$ cat config.mk
export PLATFORM = sky130hd
export DESIGN_NAME = cpu_exception_sequencer
export DESIGN_NICKNAME = d
export VERILOG_FILES = /design/src/hw/exc_pkg.sv /design/src/hw/pin_sync.sv /design/src/hw/exc_arbiter.sv /design/src/hw/cpu_exception_sequencer.sv
export SDC_FILE = /design/constraint.sdc
export NUM_CORES = 1
export LEC_CHECK = 0
export ABC_CLOCK_PERIOD_IN_PS = 3230
export BUFFER_PORTS_ARGS = -buffer_cell sky130_fd_sc_hd__buf_2
export CAP_MARGIN = 5
export CORE_MARGIN = 1.5
export CORE_UTILIZATION = 55
export CTS_CLUSTER_SIZE = 28
export DETAILED_ROUTE_END_ITERATION = 10
export PLACE_DENSITY_LB_ADDON = 0.2
export SLEW_MARGIN = 20
export SYNTH_ARGS = -nofsm -noshare
export SYNTH_HDL_FRONTEND = slang
export SYNTH_SLANG_ARGS = --single-unit
$ cat constraint.sdc
create_clock -name clk_sys -period 3.23 [get_ports clk_sys]
set_input_delay 0.646 -clock clk_sys [delete_from_list [all_inputs] [get_ports clk_sys]]
set_output_delay 0.646 -clock clk_sys [all_outputs]
set_load 0.02 [all_outputs]
$ cat src/hw/exc_pkg.sv
// shared constants and types of the exception sequencer
//////////////////////////////////////////////////////////////////////////////
package exc_pkg;
   localparam logic [31:0] RESET_VEC_BASE = 32'hA0000000;
   localparam logic [31:0] VBASE_RESET    = 32'h00000000;
   localparam logic [31:0] STATUS_RESET   = 32'h000000F0;
   localparam logic [31:0] WORD_STEP      = 32'h00000004;
   localparam int          MASK_LSB       = 4;
   localparam logic [3:0]  MASK_ALL       = 4'hF;
   localparam logic [7:0]  VEC_RST_PC     = 8'h00;
   localparam logic [7:0]  VEC_RST_SP     = 8'h01;
   localparam logic [7:0]  VEC_UNDEF      = 8'h04;
   localparam logic [7:0]  VEC_SLOT       = 8'h06;
   localparam logic [7:0]  VEC_ADDR_ERR   = 8'h09;
   localparam logic [7:0]  VEC_NMI        = 8'h0B;
   localparam logic [7:0]  VEC_BREAK      = 8'h0C;
   localparam logic [7:0]  VEC_DBG_IRQ    = 8'h0D;
   localparam logic [7:0]  VEC_TRAP_BASE  = 8'h20;
   // peripheral vectors: watchdog, timer a, timer b, serial a, host
   localparam logic [39:0] VEC_PERIPH     = 40'h5455565758;
   localparam logic [19:0] PLEVEL_RESET   = 20'h00000;
   // register byte offsets on the slave bus
   localparam logic [5:0]  REG_VBASE      = 6'h00;
   localparam logic [5:0]  REG_STATUS     = 6'h04;
   localparam logic [5:0]  REG_PLEVEL     = 6'h08;
   localparam logic [5:0]  REG_STATE      = 6'h0C;

   typedef enum logic [1:0] {CLS_NONE, CLS_ADDR, CLS_IRQ, CLS_INSTR} exc_class_type;

   typedef enum {ST_IDLE, ST_RST_PC, ST_RST_SP, ST_PUSH_SR, ST_PUSH_PC, ST_FETCH}
      seq_state_type;

   // exception sources presented by the pipeline at decode
   typedef struct packed {
      logic       brk_pre;
      logic       fetch_err;
      logic       undef_op;
      logic       in_slot;
      logic       pc_change_op;
      logic       software_trap_op;
      logic [7:0] trap_imm;
      logic       data_err;
      logic       brk_post;
      logic       nmi;
      logic       dbg_irq;
      logic       ext_irq;
      logic [3:0] ext_level;
      logic [7:0] ext_vector;
      logic [4:0] periph;
   } exc_req_type;
endpackage : exc_pkg

$ cat src/hw/pin_sync.sv
// two-stage pin synchroniser with rising-edge detect
`timescale 1ns/10ps
module pin_sync (
   input  wire logic clk_sys,
   input  wire logic rst_b,
   input  wire logic pin,
   output logic      level,
   output logic      rise
);
   logic meta;
   logic prev;

   // first stage feeds only the second
   always_ff @(posedge clk_sys) begin
      if (!rst_b) begin
         meta  <= 1'b0;
         level <= 1'b0;
         prev  <= 1'b0;
      end else begin
         meta  <= pin;
         level <= meta;
         prev  <= level;
      end
   end

   assign rise = level & ~prev;
endmodule : pin_sync

$ cat src/hw/exc_arbiter.sv
// fixed-priority ranking of non-reset exception sources
`timescale 1ns/10ps
module exc_arbiter (
   input  wire exc_pkg::exc_req_type   req,
   input  wire logic [3:0]             mask,
   input  wire logic [19:0]            periph_level,
   output exc_pkg::exc_class_type      cls,
   output logic [7:0]                  vector,
   output logic [3:0]                  level
);
   // highest first; maskable interrupts need level above mask
   always_comb begin
      cls    = exc_pkg::CLS_NONE;
      vector = 8'h00;
      level  = 4'h0;
      if (req.brk_pre) begin
         cls    = exc_pkg::CLS_IRQ;
         vector = exc_pkg::VEC_BREAK;
         level  = exc_pkg::MASK_ALL;
      end else if (req.fetch_err) begin
         cls    = exc_pkg::CLS_ADDR;
         vector = exc_pkg::VEC_ADDR_ERR;
      end else if (req.undef_op && !req.in_slot) begin
         cls    = exc_pkg::CLS_INSTR;
         vector = exc_pkg::VEC_UNDEF;
      end else if (req.in_slot && (req.undef_op || req.pc_change_op)) begin
         cls    = exc_pkg::CLS_INSTR;
         vector = exc_pkg::VEC_SLOT;
      end else if (req.software_trap_op) begin
         cls    = exc_pkg::CLS_INSTR;
         vector = exc_pkg::VEC_TRAP_BASE | {3'h0, req.trap_imm[4:0]};
      end else if (req.data_err) begin
         cls    = exc_pkg::CLS_ADDR;
         vector = exc_pkg::VEC_ADDR_ERR;
      end else if (req.brk_post) begin
         cls    = exc_pkg::CLS_IRQ;
         vector = exc_pkg::VEC_BREAK;
         level  = exc_pkg::MASK_ALL;
      end else if (req.nmi) begin
         cls    = exc_pkg::CLS_IRQ;
         vector = exc_pkg::VEC_NMI;
         level  = exc_pkg::MASK_ALL;
      end else if (req.dbg_irq && mask != exc_pkg::MASK_ALL) begin
         cls    = exc_pkg::CLS_IRQ;
         vector = exc_pkg::VEC_DBG_IRQ;
         level  = exc_pkg::MASK_ALL;
      end else if (req.ext_irq && req.ext_level > mask) begin
         cls    = exc_pkg::CLS_IRQ;
         vector = req.ext_vector;
         level  = req.ext_level;
      end else begin
         for (int i = 4; i >= 0; i--) begin
            if (req.periph[4 - i] && periph_level[i*4 +: 4] > mask
                && cls == exc_pkg::CLS_NONE) begin
               cls    = exc_pkg::CLS_IRQ;
               vector = exc_pkg::VEC_PERIPH[i*8 +: 8];
               level  = periph_level[i*4 +: 4];
            end
         end
      end
   end
endmodule : exc_arbiter

$ cat src/hw/cpu_exception_sequencer.sv
// exception arbitration and entry sequencing for the core
`timescale 1ns/10ps
module cpu_exception_sequencer (
   input  wire logic                 clk_sys,
   input  wire logic                 rst_b,
   input  wire logic                 reset_pin_b,
   input  wire logic                 watchdog_overflow,
   input  wire logic                 dbg_reset_assert,
   input  wire logic                 dbg_reset_negate,
   input  wire exc_pkg::exc_req_type exc_req,
   input  wire logic                 decode_valid,
   input  wire logic                 exec_done,
   input  wire logic [31:0]          stack_gpr,
   input  wire logic [31:0]          return_pc,
   output logic                      mem_req,
   output logic                      mem_we,
   output logic [31:0]               mem_addr,
   output logic [31:0]               mem_wdata,
   input  wire logic                 mem_ack,
   input  wire logic [31:0]          mem_rdata,
   output logic                      pc_load,
   output logic [31:0]               pc_value,
   output logic                      sp_load,
   output logic [31:0]               sp_value,
   output logic                      entry_busy,
   output logic [7:0]                taken_vector,
   output logic [31:0]               status_word,
   output logic [31:0]               vector_base,
   input  wire logic [5:0]           avs_address,
   input  wire logic                 avs_read,
   input  wire logic                 avs_write,
   input  wire logic [31:0]          avs_writedata,
   output logic [31:0]               avs_readdata,
   output logic                      avs_waitrequest
);
   ////////////////////////////////////////////////////////////////////////////
   // helpers and declarations
   function automatic logic [31:0] vec_addr(input logic [31:0] base,
                                            input logic [7:0]  vec);
      vec_addr = base + {22'h0, vec, 2'b00};
   endfunction : vec_addr

   exc_pkg::seq_state_type state;
   exc_pkg::exc_class_type arb_cls;
   exc_pkg::exc_class_type pend_cls;
   exc_pkg::exc_class_type cur_cls;
   logic [7:0]             arb_vector;
   logic [3:0]             arb_level;
   logic                   pend_valid;
   logic [7:0]             pend_vector;
   logic [3:0]             pend_level;
   logic [3:0]             cur_level;
   logic [31:0]            sp_work;
   logic [31:0]            ret_pc;
   logic [31:0]            pc_tmp;
   logic [19:0]            periph_level;
   logic                   pin_level;
   logic                   pin_rise;
   logic                   por_pend;
   logic                   dbg_armed;
   logic                   dbg_pend;
   logic                   take_reset;
   logic                   take_exc;
   logic                   bus_accept;

   ////////////////////////////////////////////////////////////////////////////
   // submodules
   pin_sync u_pin_sync (
      .clk_sys (clk_sys),
      .rst_b   (rst_b),
      .pin     (reset_pin_b),
      .level   (pin_level),
      .rise    (pin_rise)
   );

   exc_arbiter u_exc_arbiter (
      .req          (exc_req),
      .mask         (status_word[exc_pkg::MASK_LSB +: 4]),
      .periph_level (periph_level),
      .cls          (arb_cls),
      .vector       (arb_vector),
      .level        (arb_level)
   );

   // resets outrank everything and wait for an idle sequencer and a released (high) synchronised pin
   assign take_reset = (state == exc_pkg::ST_IDLE) && pin_level
                       && (por_pend || dbg_pend);
   assign take_exc   = (state == exc_pkg::ST_IDLE) && !take_reset && pin_level
                       && pend_valid && exec_done;
   assign bus_accept = (avs_read || avs_write) && !avs_waitrequest;

   ////////////////////////////////////////////////////////////////////////////
   // power-on request: pin release or watchdog overflow, set beats clear
   always_ff @(posedge clk_sys) begin
      if (!rst_b) begin
         por_pend <= 1'b0;
      end else if (pin_rise || watchdog_overflow) begin
         por_pend <= 1'b1;
      end else if (take_reset) begin
         por_pend <= 1'b0;
      end
   end

   // debug reset: assert arms, negate afterwards fires
   always_ff @(posedge clk_sys) begin
      if (!rst_b) begin
         dbg_armed <= 1'b0;
         dbg_pend  <= 1'b0;
      end else begin
         if (dbg_reset_assert) begin
            dbg_armed <= 1'b1;
         end else if (dbg_reset_negate) begin
            dbg_armed <= 1'b0;
         end
         if (dbg_reset_negate && dbg_armed && !dbg_reset_assert) begin
            dbg_pend <= 1'b1;
         end else if (take_reset) begin
            dbg_pend <= 1'b0;
         end
      end
   end

   // decode-time capture of the highest ranked exception
   always_ff @(posedge clk_sys) begin
      if (!rst_b) begin
         pend_valid  <= 1'b0;
         pend_cls    <= exc_pkg::CLS_NONE;
         pend_vector <= 8'h00;
         pend_level  <= 4'h0;
      end else if (take_reset || take_exc) begin
         pend_valid <= 1'b0;
      end else if (decode_valid && !pend_valid && arb_cls != exc_pkg::CLS_NONE) begin
         pend_valid  <= 1'b1;
         pend_cls    <= arb_cls;
         pend_vector <= arb_vector;
         pend_level  <= arb_level;
      end
   end

   ////////////////////////////////////////////////////////////////////////////
   // entry sequencer with its memory beats
   always_ff @(posedge clk_sys) begin
      if (!rst_b) begin
         state        <= exc_pkg::ST_IDLE;
         mem_req      <= 1'b0;
         mem_we       <= 1'b0;
         mem_addr     <= 32'h00000000;
         mem_wdata    <= 32'h00000000;
         pc_load      <= 1'b0;
         pc_value     <= 32'h00000000;
         sp_load      <= 1'b0;
         sp_value     <= 32'h00000000;
         entry_busy   <= 1'b0;
         taken_vector <= 8'h00;
         cur_cls      <= exc_pkg::CLS_NONE;
         cur_level    <= 4'h0;
         sp_work      <= 32'h00000000;
         ret_pc       <= 32'h00000000;
         pc_tmp       <= 32'h00000000;
      end else begin
         pc_load <= 1'b0;
         sp_load <= 1'b0;
         case (state)
            exc_pkg::ST_IDLE: begin
               if (take_reset) begin
                  entry_busy   <= 1'b1;
                  taken_vector <= exc_pkg::VEC_RST_PC;
                  mem_req      <= 1'b1;
                  mem_we       <= 1'b0;
                  mem_addr     <= vec_addr(exc_pkg::RESET_VEC_BASE,
                                           exc_pkg::VEC_RST_PC);
                  state        <= exc_pkg::ST_RST_PC;
               end else if (take_exc) begin
                  entry_busy   <= 1'b1;
                  taken_vector <= pend_vector;
                  cur_cls      <= pend_cls;
                  cur_level    <= pend_level;
                  ret_pc       <= return_pc;
                  sp_work      <= stack_gpr - exc_pkg::WORD_STEP;
                  mem_req      <= 1'b1;
                  mem_we       <= 1'b1;
                  mem_addr     <= stack_gpr - exc_pkg::WORD_STEP;
                  mem_wdata    <= status_word;
                  state        <= exc_pkg::ST_PUSH_SR;
               end
            end
            exc_pkg::ST_RST_PC: begin
               if (mem_ack) begin
                  pc_tmp   <= mem_rdata;
                  mem_addr <= vec_addr(exc_pkg::RESET_VEC_BASE,
                                       exc_pkg::VEC_RST_SP);
                  state    <= exc_pkg::ST_RST_SP;
               end
            end
            exc_pkg::ST_RST_SP: begin
               if (mem_ack) begin
                  sp_value   <= mem_rdata;
                  sp_load    <= 1'b1;
                  pc_value   <= pc_tmp;
                  pc_load    <= 1'b1;
                  mem_req    <= 1'b0;
                  entry_busy <= 1'b0;
                  state      <= exc_pkg::ST_IDLE;
               end
            end
            exc_pkg::ST_PUSH_SR: begin
               if (mem_ack) begin
                  sp_work   <= sp_work - exc_pkg::WORD_STEP;
                  mem_addr  <= sp_work - exc_pkg::WORD_STEP;
                  mem_wdata <= ret_pc;
                  state     <= exc_pkg::ST_PUSH_PC;
               end
            end
            exc_pkg::ST_PUSH_PC: begin
               if (mem_ack) begin
                  sp_value <= sp_work;
                  sp_load  <= 1'b1;
                  mem_we   <= 1'b0;
                  mem_addr <= vec_addr(vector_base, taken_vector);
                  state    <= exc_pkg::ST_FETCH;
               end
            end
            exc_pkg::ST_FETCH: begin
               if (mem_ack) begin
                  pc_value   <= mem_rdata;
                  pc_load    <= 1'b1;
                  mem_req    <= 1'b0;
                  entry_busy <= 1'b0;
                  state      <= exc_pkg::ST_IDLE;
               end
            end
            default: begin
               state   <= exc_pkg::ST_IDLE;
               mem_req <= 1'b0;
            end
         endcase
      end
   end

   ////////////////////////////////////////////////////////////////////////////
   // vector base and status word: sequencer updates win over software
   always_ff @(posedge clk_sys) begin
      if (!rst_b) begin
         vector_base <= exc_pkg::VBASE_RESET;
         status_word <= exc_pkg::STATUS_RESET;
      end else if (state == exc_pkg::ST_RST_SP && mem_ack) begin
         vector_base <= exc_pkg::VBASE_RESET;
         status_word[exc_pkg::MASK_LSB +: 4] <= exc_pkg::MASK_ALL;
      end else if (state == exc_pkg::ST_PUSH_PC && mem_ack) begin
         if (cur_cls == exc_pkg::CLS_IRQ) begin
            status_word[exc_pkg::MASK_LSB +: 4] <= cur_level;
         end
         // address and instruction entries leave the mask alone
      end else if (avs_write && bus_accept && state == exc_pkg::ST_IDLE) begin
         if (avs_address == exc_pkg::REG_VBASE) begin
            vector_base <= avs_writedata;
         end else if (avs_address == exc_pkg::REG_STATUS) begin
            status_word <= avs_writedata;
         end
      end
   end

   ////////////////////////////////////////////////////////////////////////////
   // slave bus: one wait cycle, then the answer
   always_ff @(posedge clk_sys) begin
      if (!rst_b) begin
         avs_waitrequest <= 1'b1;
      end else begin
         avs_waitrequest <= !((avs_read || avs_write) && avs_waitrequest);
      end
   end

   // read data, unmapped reads as zero
   always_ff @(posedge clk_sys) begin
      if (!rst_b) begin
         avs_readdata <= 32'h00000000;
      end else if (avs_read && avs_waitrequest) begin
         case (avs_address)
            exc_pkg::REG_VBASE:  avs_readdata <= vector_base;
            exc_pkg::REG_STATUS: avs_readdata <= status_word;
            exc_pkg::REG_PLEVEL: avs_readdata <= {12'h000, periph_level};
            exc_pkg::REG_STATE:  avs_readdata <= {19'h00000, entry_busy, pend_valid,
                                                  por_pend, dbg_armed, dbg_pend,
                                                  taken_vector};
            default:             avs_readdata <= 32'h00000000;
         endcase
      end
   end

   // peripheral priority levels, four bits per source
   always_ff @(posedge clk_sys) begin
      if (!rst_b) begin
         periph_level <= exc_pkg::PLEVEL_RESET;
      end else if (avs_write && bus_accept && avs_address == exc_pkg::REG_PLEVEL) begin
         periph_level <= avs_writedata[19:0];
      end
   end
endmodule : cpu_exception_sequencer

==> summary.txt, run 1 <==
Status
  – Outcome: complete, no violations

Pwr
  – Design Power: 10.84 mW
  – Net Sw Frac: 0.2624
  – Combinational share of power: 0.117
  – Sequential power share: 0.457
  – Clock power share: 0.426
  – Switch Pwr: between 2 and 3 mW
  – PwrDens: roughly 480 nW/um^2
  – Peak supply drop: 0.4548 mV
  – Int Pwr: ~8 mW
  – Leak: between 9 and 10 nW

Synthesis
  – Async S/R FF share, synth: 0
  – Synth warnings: 0
  – Ranking of synthesized cells by area: dfxtp_1, nand2_1, a21oi_1
  – Syn Inst Count: ~2,300
  – Post-synth top area share: 0.4128
  – Sequential fraction of the synthesis area: 0.4128
  – Mapped cell area: between 15,000 and 20,000 um^2
  – Prevailing post-synth register cell: dfxtp_1
  – Post-synthesis net count: roughly 2,500
  – Synth Register Bits: roughly 380
  – EDFF count, synth: 0
  – Syn Area/Cell: approximately 8 um^2
  – Synth unique cells: 76
  – Post-synth top area cell: dfxtp_1

Cells and area
  – Final core occ: 0.6742
  – Final #Nets: between 2,000 and 3,000
  – Layout cells sized above 1: 0.2286
  – Final Cell Area: between 20,000 and 25,000 um^2
  – Area Overhead vs Synth: 21.10%
  – Post-route non-filler standard cell count: between 3,000 and 4,000

Clock network
  – CTS tree: yes
  – Clock buffer depth: 3
  – CTS Buf Count: 41
  – Clock sinks: around 380
  – CTS root buf: clkbuf_16
  – Hold_buf cts: 0
  – CTS-repair resized insts: 0
  – Clk slew on worst S/H paths: approximately 0.06 ns
  – Post-CTS setup buffer count: 0
  – Max H-tree Level: 2
  – Clk_lat worst skew: roughly 0.54 ns

Placement
  – Buffers added on ports: between 400 and 500
  – Dpl cell area: between 20,000 and 25,000 um^2
  – Gp weighted congestion: 0.9456
  – DP Worst Slack: approximately 0.13 ns
  – Placed Instances: 3,076
  – HPWL after DPL: between 40 and 50 mm

Timing
  – Worst Skew: 0.01140 ns
  – Worst hold slack: about 0.32 ns
  – Worst slew pin tran: between 1 and 1.5 ns
  – # setup viols final: 0
  – Max-slew headroom: 0.3027
  – TNS Setup: 0 ns
  – Max Freq: roughly 0.34 GHz
  – Tcrit/Tclk final: 0.9129
  – Final Hold Fails: 0
  – Tmin final: about 2.9 ns
  – RSZ-0062 raised after global routing: false
  – Final WS setup: roughly 0.28 ns
  – Slew Viols, Final: 0

Routing
  – TritonRoute pass-1 iters: 8
  – Via count: roughly 19,000
  – Routed wire length per instance: about 21 um
  – Total Wirelength: 66.95 mm
  – DRC Markers: 0
  – Via/cell ratio: between 6 and 7
  – Drt initial violations: about 2,000
  – Antenna-violating nets left: 0

Global routing
  – Vias in the first global route: roughly 18,000
  – Largest net degree at the start of global routing: roughly 120
  – First-pass GRT wire length: around 100 mm
  – Total gr overflow: 0
  – GRT Util Overall: 0.3700
  – Antenna violations before repair: 9

Floorplanning
  – Die area: ~35,000 um^2
  – Die height: 187.0 um
  – Initial Utilization: 0.5567
  – Core box area: 33,450 um^2
  – FP Rows: 67
  – Chip width: 187.0 um
  – Top-level I/O count: around 420

Setup path
  – Crit-path max cell delay: approximately 0.63 ns
  – Startpoint Class: flop
  – Critical Path End Type: flop
  – Slowest cell on the critical path: a21oi_1
  – Crit path cell chain: inv_1 > ha_1 > nor2b_1 > o211ai_1 > a21oi_1 > nor3_2 > a41oi_1 > buf_4 > o2111ai_1 > a21oi_1
  – Arrival time at the worst endpoint: between 3 and 4 ns
  – CP Max Fanout: 22
  – CP required: between 3 and 4 ns
  – Setup CP Type: flop to flop
  – Most common cell on crit path: a21oi_1

Flow run
  – Max-cap viol count: 0

Hold path
  – HP Class: primary input to flop
[Yosys cell counts (all sizes together) (17+ instances only)]
| cell | instances |
|---|---|
| nand3 | 24 |
| clkbuf | 141 |
| a211oi | 42 |
| o211ai | 21 |
| inv | 31 |
| a21oi | 259 |
| nand2 | 517 |
| buf | 35 |
| dfxtp | 384 |
| o21ai | 85 |
| a311oi | 58 |
| ha | 34 |
| a22oi | 37 |
| mux2i | 51 |
| nor3 | 36 |
| nor2 | 229 |
| xnor2 | 40 |
| xor2 | 42 |
| nand2b | 17 |
[critical path: cells and delay by family (launching register included)]
kind / cells / cell delay (ns)
and+or+nand+nor: 2 / 0.37
buffers and inverters: 2 / 0.45
DFF: 1 / 0.33
AOI/OAI and AO/OA: 5 / 1.37
adders and majority gates: 1 / 0.37
[metal layers]
layer / up-vias / track usage / wire length, um
li1: 8877 / - / -
met1: 9152 / 0.4630 / 25930
met2: 1079 / 0.6139 / 31370
met3: 197 / 0.07148 / 6277
met4: 2 / 0.1780 / 3358
met5: - / 0 / 13
[layout by cell type (no fill, tap or decap), types with 8 or more instances in the layout]
cell type	Yosys	layout
o221ai_1	8	8
o22ai_1	10	10
a311oi_1	39	39
nand2b_1	17	17
buf_4	2	59
xor2_1	42	42
a221oi_1	15	15
buf_2	18	415
and3_1	10	10
ha_1	34	34
a21oi_1	258	258
o211ai_1	21	21
xnor2_1	40	40
dfxtp_1	384	384
nand3_1	24	24
mux4_2	13	13
clkbuf_16	0	42
nor3_1	33	33
clkbuf_8	0	12
nand2_1	517	515
diode_2	0	12
and2_1	13	10
inv_1	30	30
a22oi_1	37	36
nand4_1	15	15
a211oi_1	41	41
mux2i_1	51	51
nor4_1	9	8
o21ai_0	84	84
or3_1	11	11
nor2_1	229	229
clkbuf_1	141	10
buf_12	0	8
a311oi_2	19	19
nor2b_1	15	15
[final timing paths]
kind                            cells after the start  slack [ns]               end            start
worst max-delay path                               10        0.28    pend_vector[6]   status_word[5]
worst min-delay path                                2        0.32   avs_waitrequest         avs_read
worst max register to register                     10        0.28    pend_vector[6]   status_word[5]
worst min register to register                      1        0.44  u_pin_sync.level  u_pin_sync.meta
[power groups by stage]
stage,Combinational (mW),Clock [mW],Sequential [mW]
floorplan,0.698,0,5.11
global placement,1.22,0,5.04
CTS,1.25,4.63,4.95
finish,1.27,4.62,4.95
detailed placement,1.24,0,5.05
global route,1.37,4.84,4.96
[cell type report]
| class | count | area [um^2] |
|---|---|---|
| multi-input combinational | 1731 | 10150 |
| timing repair buffer | 482 | 2680 |
| tap | 448 | 560.5 |
| fill | 2816 | 10900 |
| inverter | 31 | 123.9 |
| sequential | 384 | 7687 |
| clock buffer | 64 | 1254 |
| clock inverter | 7 | 65.06 |
| antenna | 12 | 30.03 |
[flip-flops by register name (all words and copies together), names as in the netlist, 20 cells and up]
name	flops
mem_addr	32
status_word	32
pc_tmp	32
sp_value	32
mem_wdata	32
periph_level	20
vector_base	32
pc_value	32
ret_pc	32
sp_work	32
avs_readdata	32
[cells by family after synthesis]
logic type	synth area share
compound gates	0.2126
xor+xnor	0.03857
fa+ha+maj	0.02392
buf+inv	0.04535
flops	0.4128
mux	0.04435
simple gates	0.2224
Power figures use the tool's default switching activity.
==> run 2, diff against run 1 <==
Settings changed: ABC_CLOCK_PERIOD_IN_PS 3230 to 3550, CORE_UTILIZATION 55 to 59.
Clock period 3.23 ns to 3.55 ns, I/O delays scaled along.
==> summary.txt, run 2 (synthesis results as in run 1) <==
Placement
  – HPWL after DPL: just under 50 mm
  – Placed Instances: 3,016
  – Dpl cell area: between 20,000 and 25,000 um^2
  – Buffers added on ports: ~420
  – Gp weighted congestion: 0.9930
  – DP Worst Slack: around 0.34 ns

Floorplanning
  – Die height: roughly 180 um
  – Initial Utilization: 0.6040
  – Core box area: roughly 30,000 um^2
  – FP Rows: 64
  – Chip width: between 150 and 200 um
  – Top-level I/O count: approximately 420
  – Die area: between 30,000 and 40,000 um^2

Timing
  – RSZ-0062 raised after global routing: false
  – Slew Viols, Final: 0
  – TNS Setup: 0 ns
  – Final WS setup: 0.4185 ns
  – # setup viols final: 0
  – Worst hold slack: between 0.3 and 0.4 ns
  – Worst slew pin tran: between 1 and 1.5 ns
  – Max-slew headroom: 0.2670
  – Final Hold Fails: 0
  – Max Freq: approximately 0.32 GHz
  – Tcrit/Tclk final: 0.8821
  – Worst Skew: 0.007813 ns
  – Tmin final: 3.131 ns

Setup path
  – Reg2reg path depth: 11
  – Worst flop-to-flop path endpoint: pend_vector[5]
  – Setup CP Type: flop to flop
  – Critical path's top delay family: simple AND/OR/NAND/NOR gates
  – Critical Path End Type: flop
  – Reg-to-reg critical path startpoint: status_word[5]
  – Worst path depth: 11
  – CP Max Fanout: 22
  – Startpoint Class: flop
  – CP required: between 4 and 5 ns
  – Slowest cell on the critical path: nor3_2
  – WP buf/inv: 3
  – R2r setup slk: 0.42 ns
  – Crit path cell chain: inv_1 > ha_1 > nor2b_1 > o211ai_1 > a21oi_1 > buf_4 > nor3_2 > a41oi_1 > buf_4 > nand2b_1 > a21oi_1
  – Arrival time at the worst endpoint: between 3 and 4 ns
  – Crit-path max cell delay: about 0.55 ns

Pwr
  – Clock power share: 0.423
  – Combinational share of power: 0.118
  – Sequential power share: 0.459
  – Net Sw Frac: 0.2673
  – Peak supply drop: 0.3505 mV
  – Switch Pwr: approximately 2.6 mW
  – Design Power: a little under 10 mW
  – Int Pwr: just over 7 mW
  – PwrDens: roughly 440 nW/um^2
  – Leak: between 9 and 10 nW

Global routing
  – Total gr overflow: 0
  – GRT Util Overall: 0.3958
  – Largest net degree at the start of global routing: 134
  – Vias in the first global route: 17,890
  – First-pass GRT wire length: between 100 and 150 mm
  – Antenna violations before repair: 6

Clock network
  – Post-CTS setup buffer count: 0
  – CTS root buf: clkbuf_16
  – Hold_buf cts: 0
  – Clock sinks: roughly 380
  – Max H-tree Level: 2
  – CTS Buf Count: 41
  – CTS-repair resized insts: 0
  – Clock buffer depth: 3
  – Clk slew on worst S/H paths: approximately 0.06 ns
  – CTS tree: yes
  – Clk_lat worst skew: about 0.54 ns

Hold path
  – Hold Path Cell Cnt: 3
  – Hold Path End: ret_pc[17]
  – Hold Crit Start: return_pc[17]
  – HP Class: primary input to flop

Cells and area
  – Most frequent cells in the layout: nand2_1, buf_2, dfxtp_1
  – Area Overhead vs Synth: 19.76%
  – Final #Nets: around 2,900
  – Final Cell Area: approximately 22,000 um^2
  – Layout cells sized above 1: 0.2251
  – Post-route non-filler standard cell count: a little over 3,000
  – Final core occ: 0.7234
  – Commonest non-fill, non-tap cell in the layout: nand2_1

Routing
  – TritonRoute pass-1 iters: 6
  – DRC Markers: 0
  – Via/cell ratio: 6.245
  – Via count: roughly 19,000
  – Drt initial violations: 2,055
  – Total Wirelength: between 60 and 70 mm
  – Antenna-violating nets left: 0
  – Routed wire length per instance: 21.72 um

Status
  – Outcome: complete, no violations

Flow run
  – Max-cap viol count: 0
[run 2: power groups by stage]
stage                     combinational [mW]  clock, mW  sequential, mW
after global placement                  1.11          0            4.59
after detailed placement                1.13          0            4.59
final                                   1.16       4.15            4.50
after CTS                               1.14       4.14            4.50
after global routing                    1.24       4.31            4.51
after floorplan                        0.635          0            4.65
[run 2: worst register-to-register path: cells and delay by family, from the launching register on]
kind	cells	cell delay, ns
simple gates	3	0.86
flops	1	0.47
fa+ha+maj	1	0.37
buf+inv	3	0.73
compound gates	4	0.62
[run 2: cell type report]
type | count | area [um^2]
Tap cell | 396 | 495.5
Multi-Input combinational cell | 1731 | 10150
Clock buffer | 61 | 1161
Clock inverter | 11 | 108.9
Timing Repair Buffer | 474 | 2570
Antenna cell | 2 | 5.005
Inverter | 31 | 123.9
Sequential cell | 384 | 7687
Fill cell | 2499 | 8528
[run 2: how the worst max path moves through the flow]
stage,startpoint,end,slack [ns]
global route,status_word[5],pend_level[1],0.37
detailed placement,stack_gpr[2],mem_addr[28],0.34
finish,status_word[5],pend_vector[5],0.42
global placement,stack_gpr[2],mem_addr[31],0.42
CTS,status_word[5],pend_vector[5],0.55
floorplan,status_word[5],pend_vector[1],0.86
[run 2: metal layers]
metal,global-route usage,part of all wire,up-vias
met1,0.4897,0.38,9050
li1,-,-,8856
met4,0.2205,0.060,6
met5,0,0.00051,-
met2,0.6502,0.46,1145
met3,0.07478,0.097,239
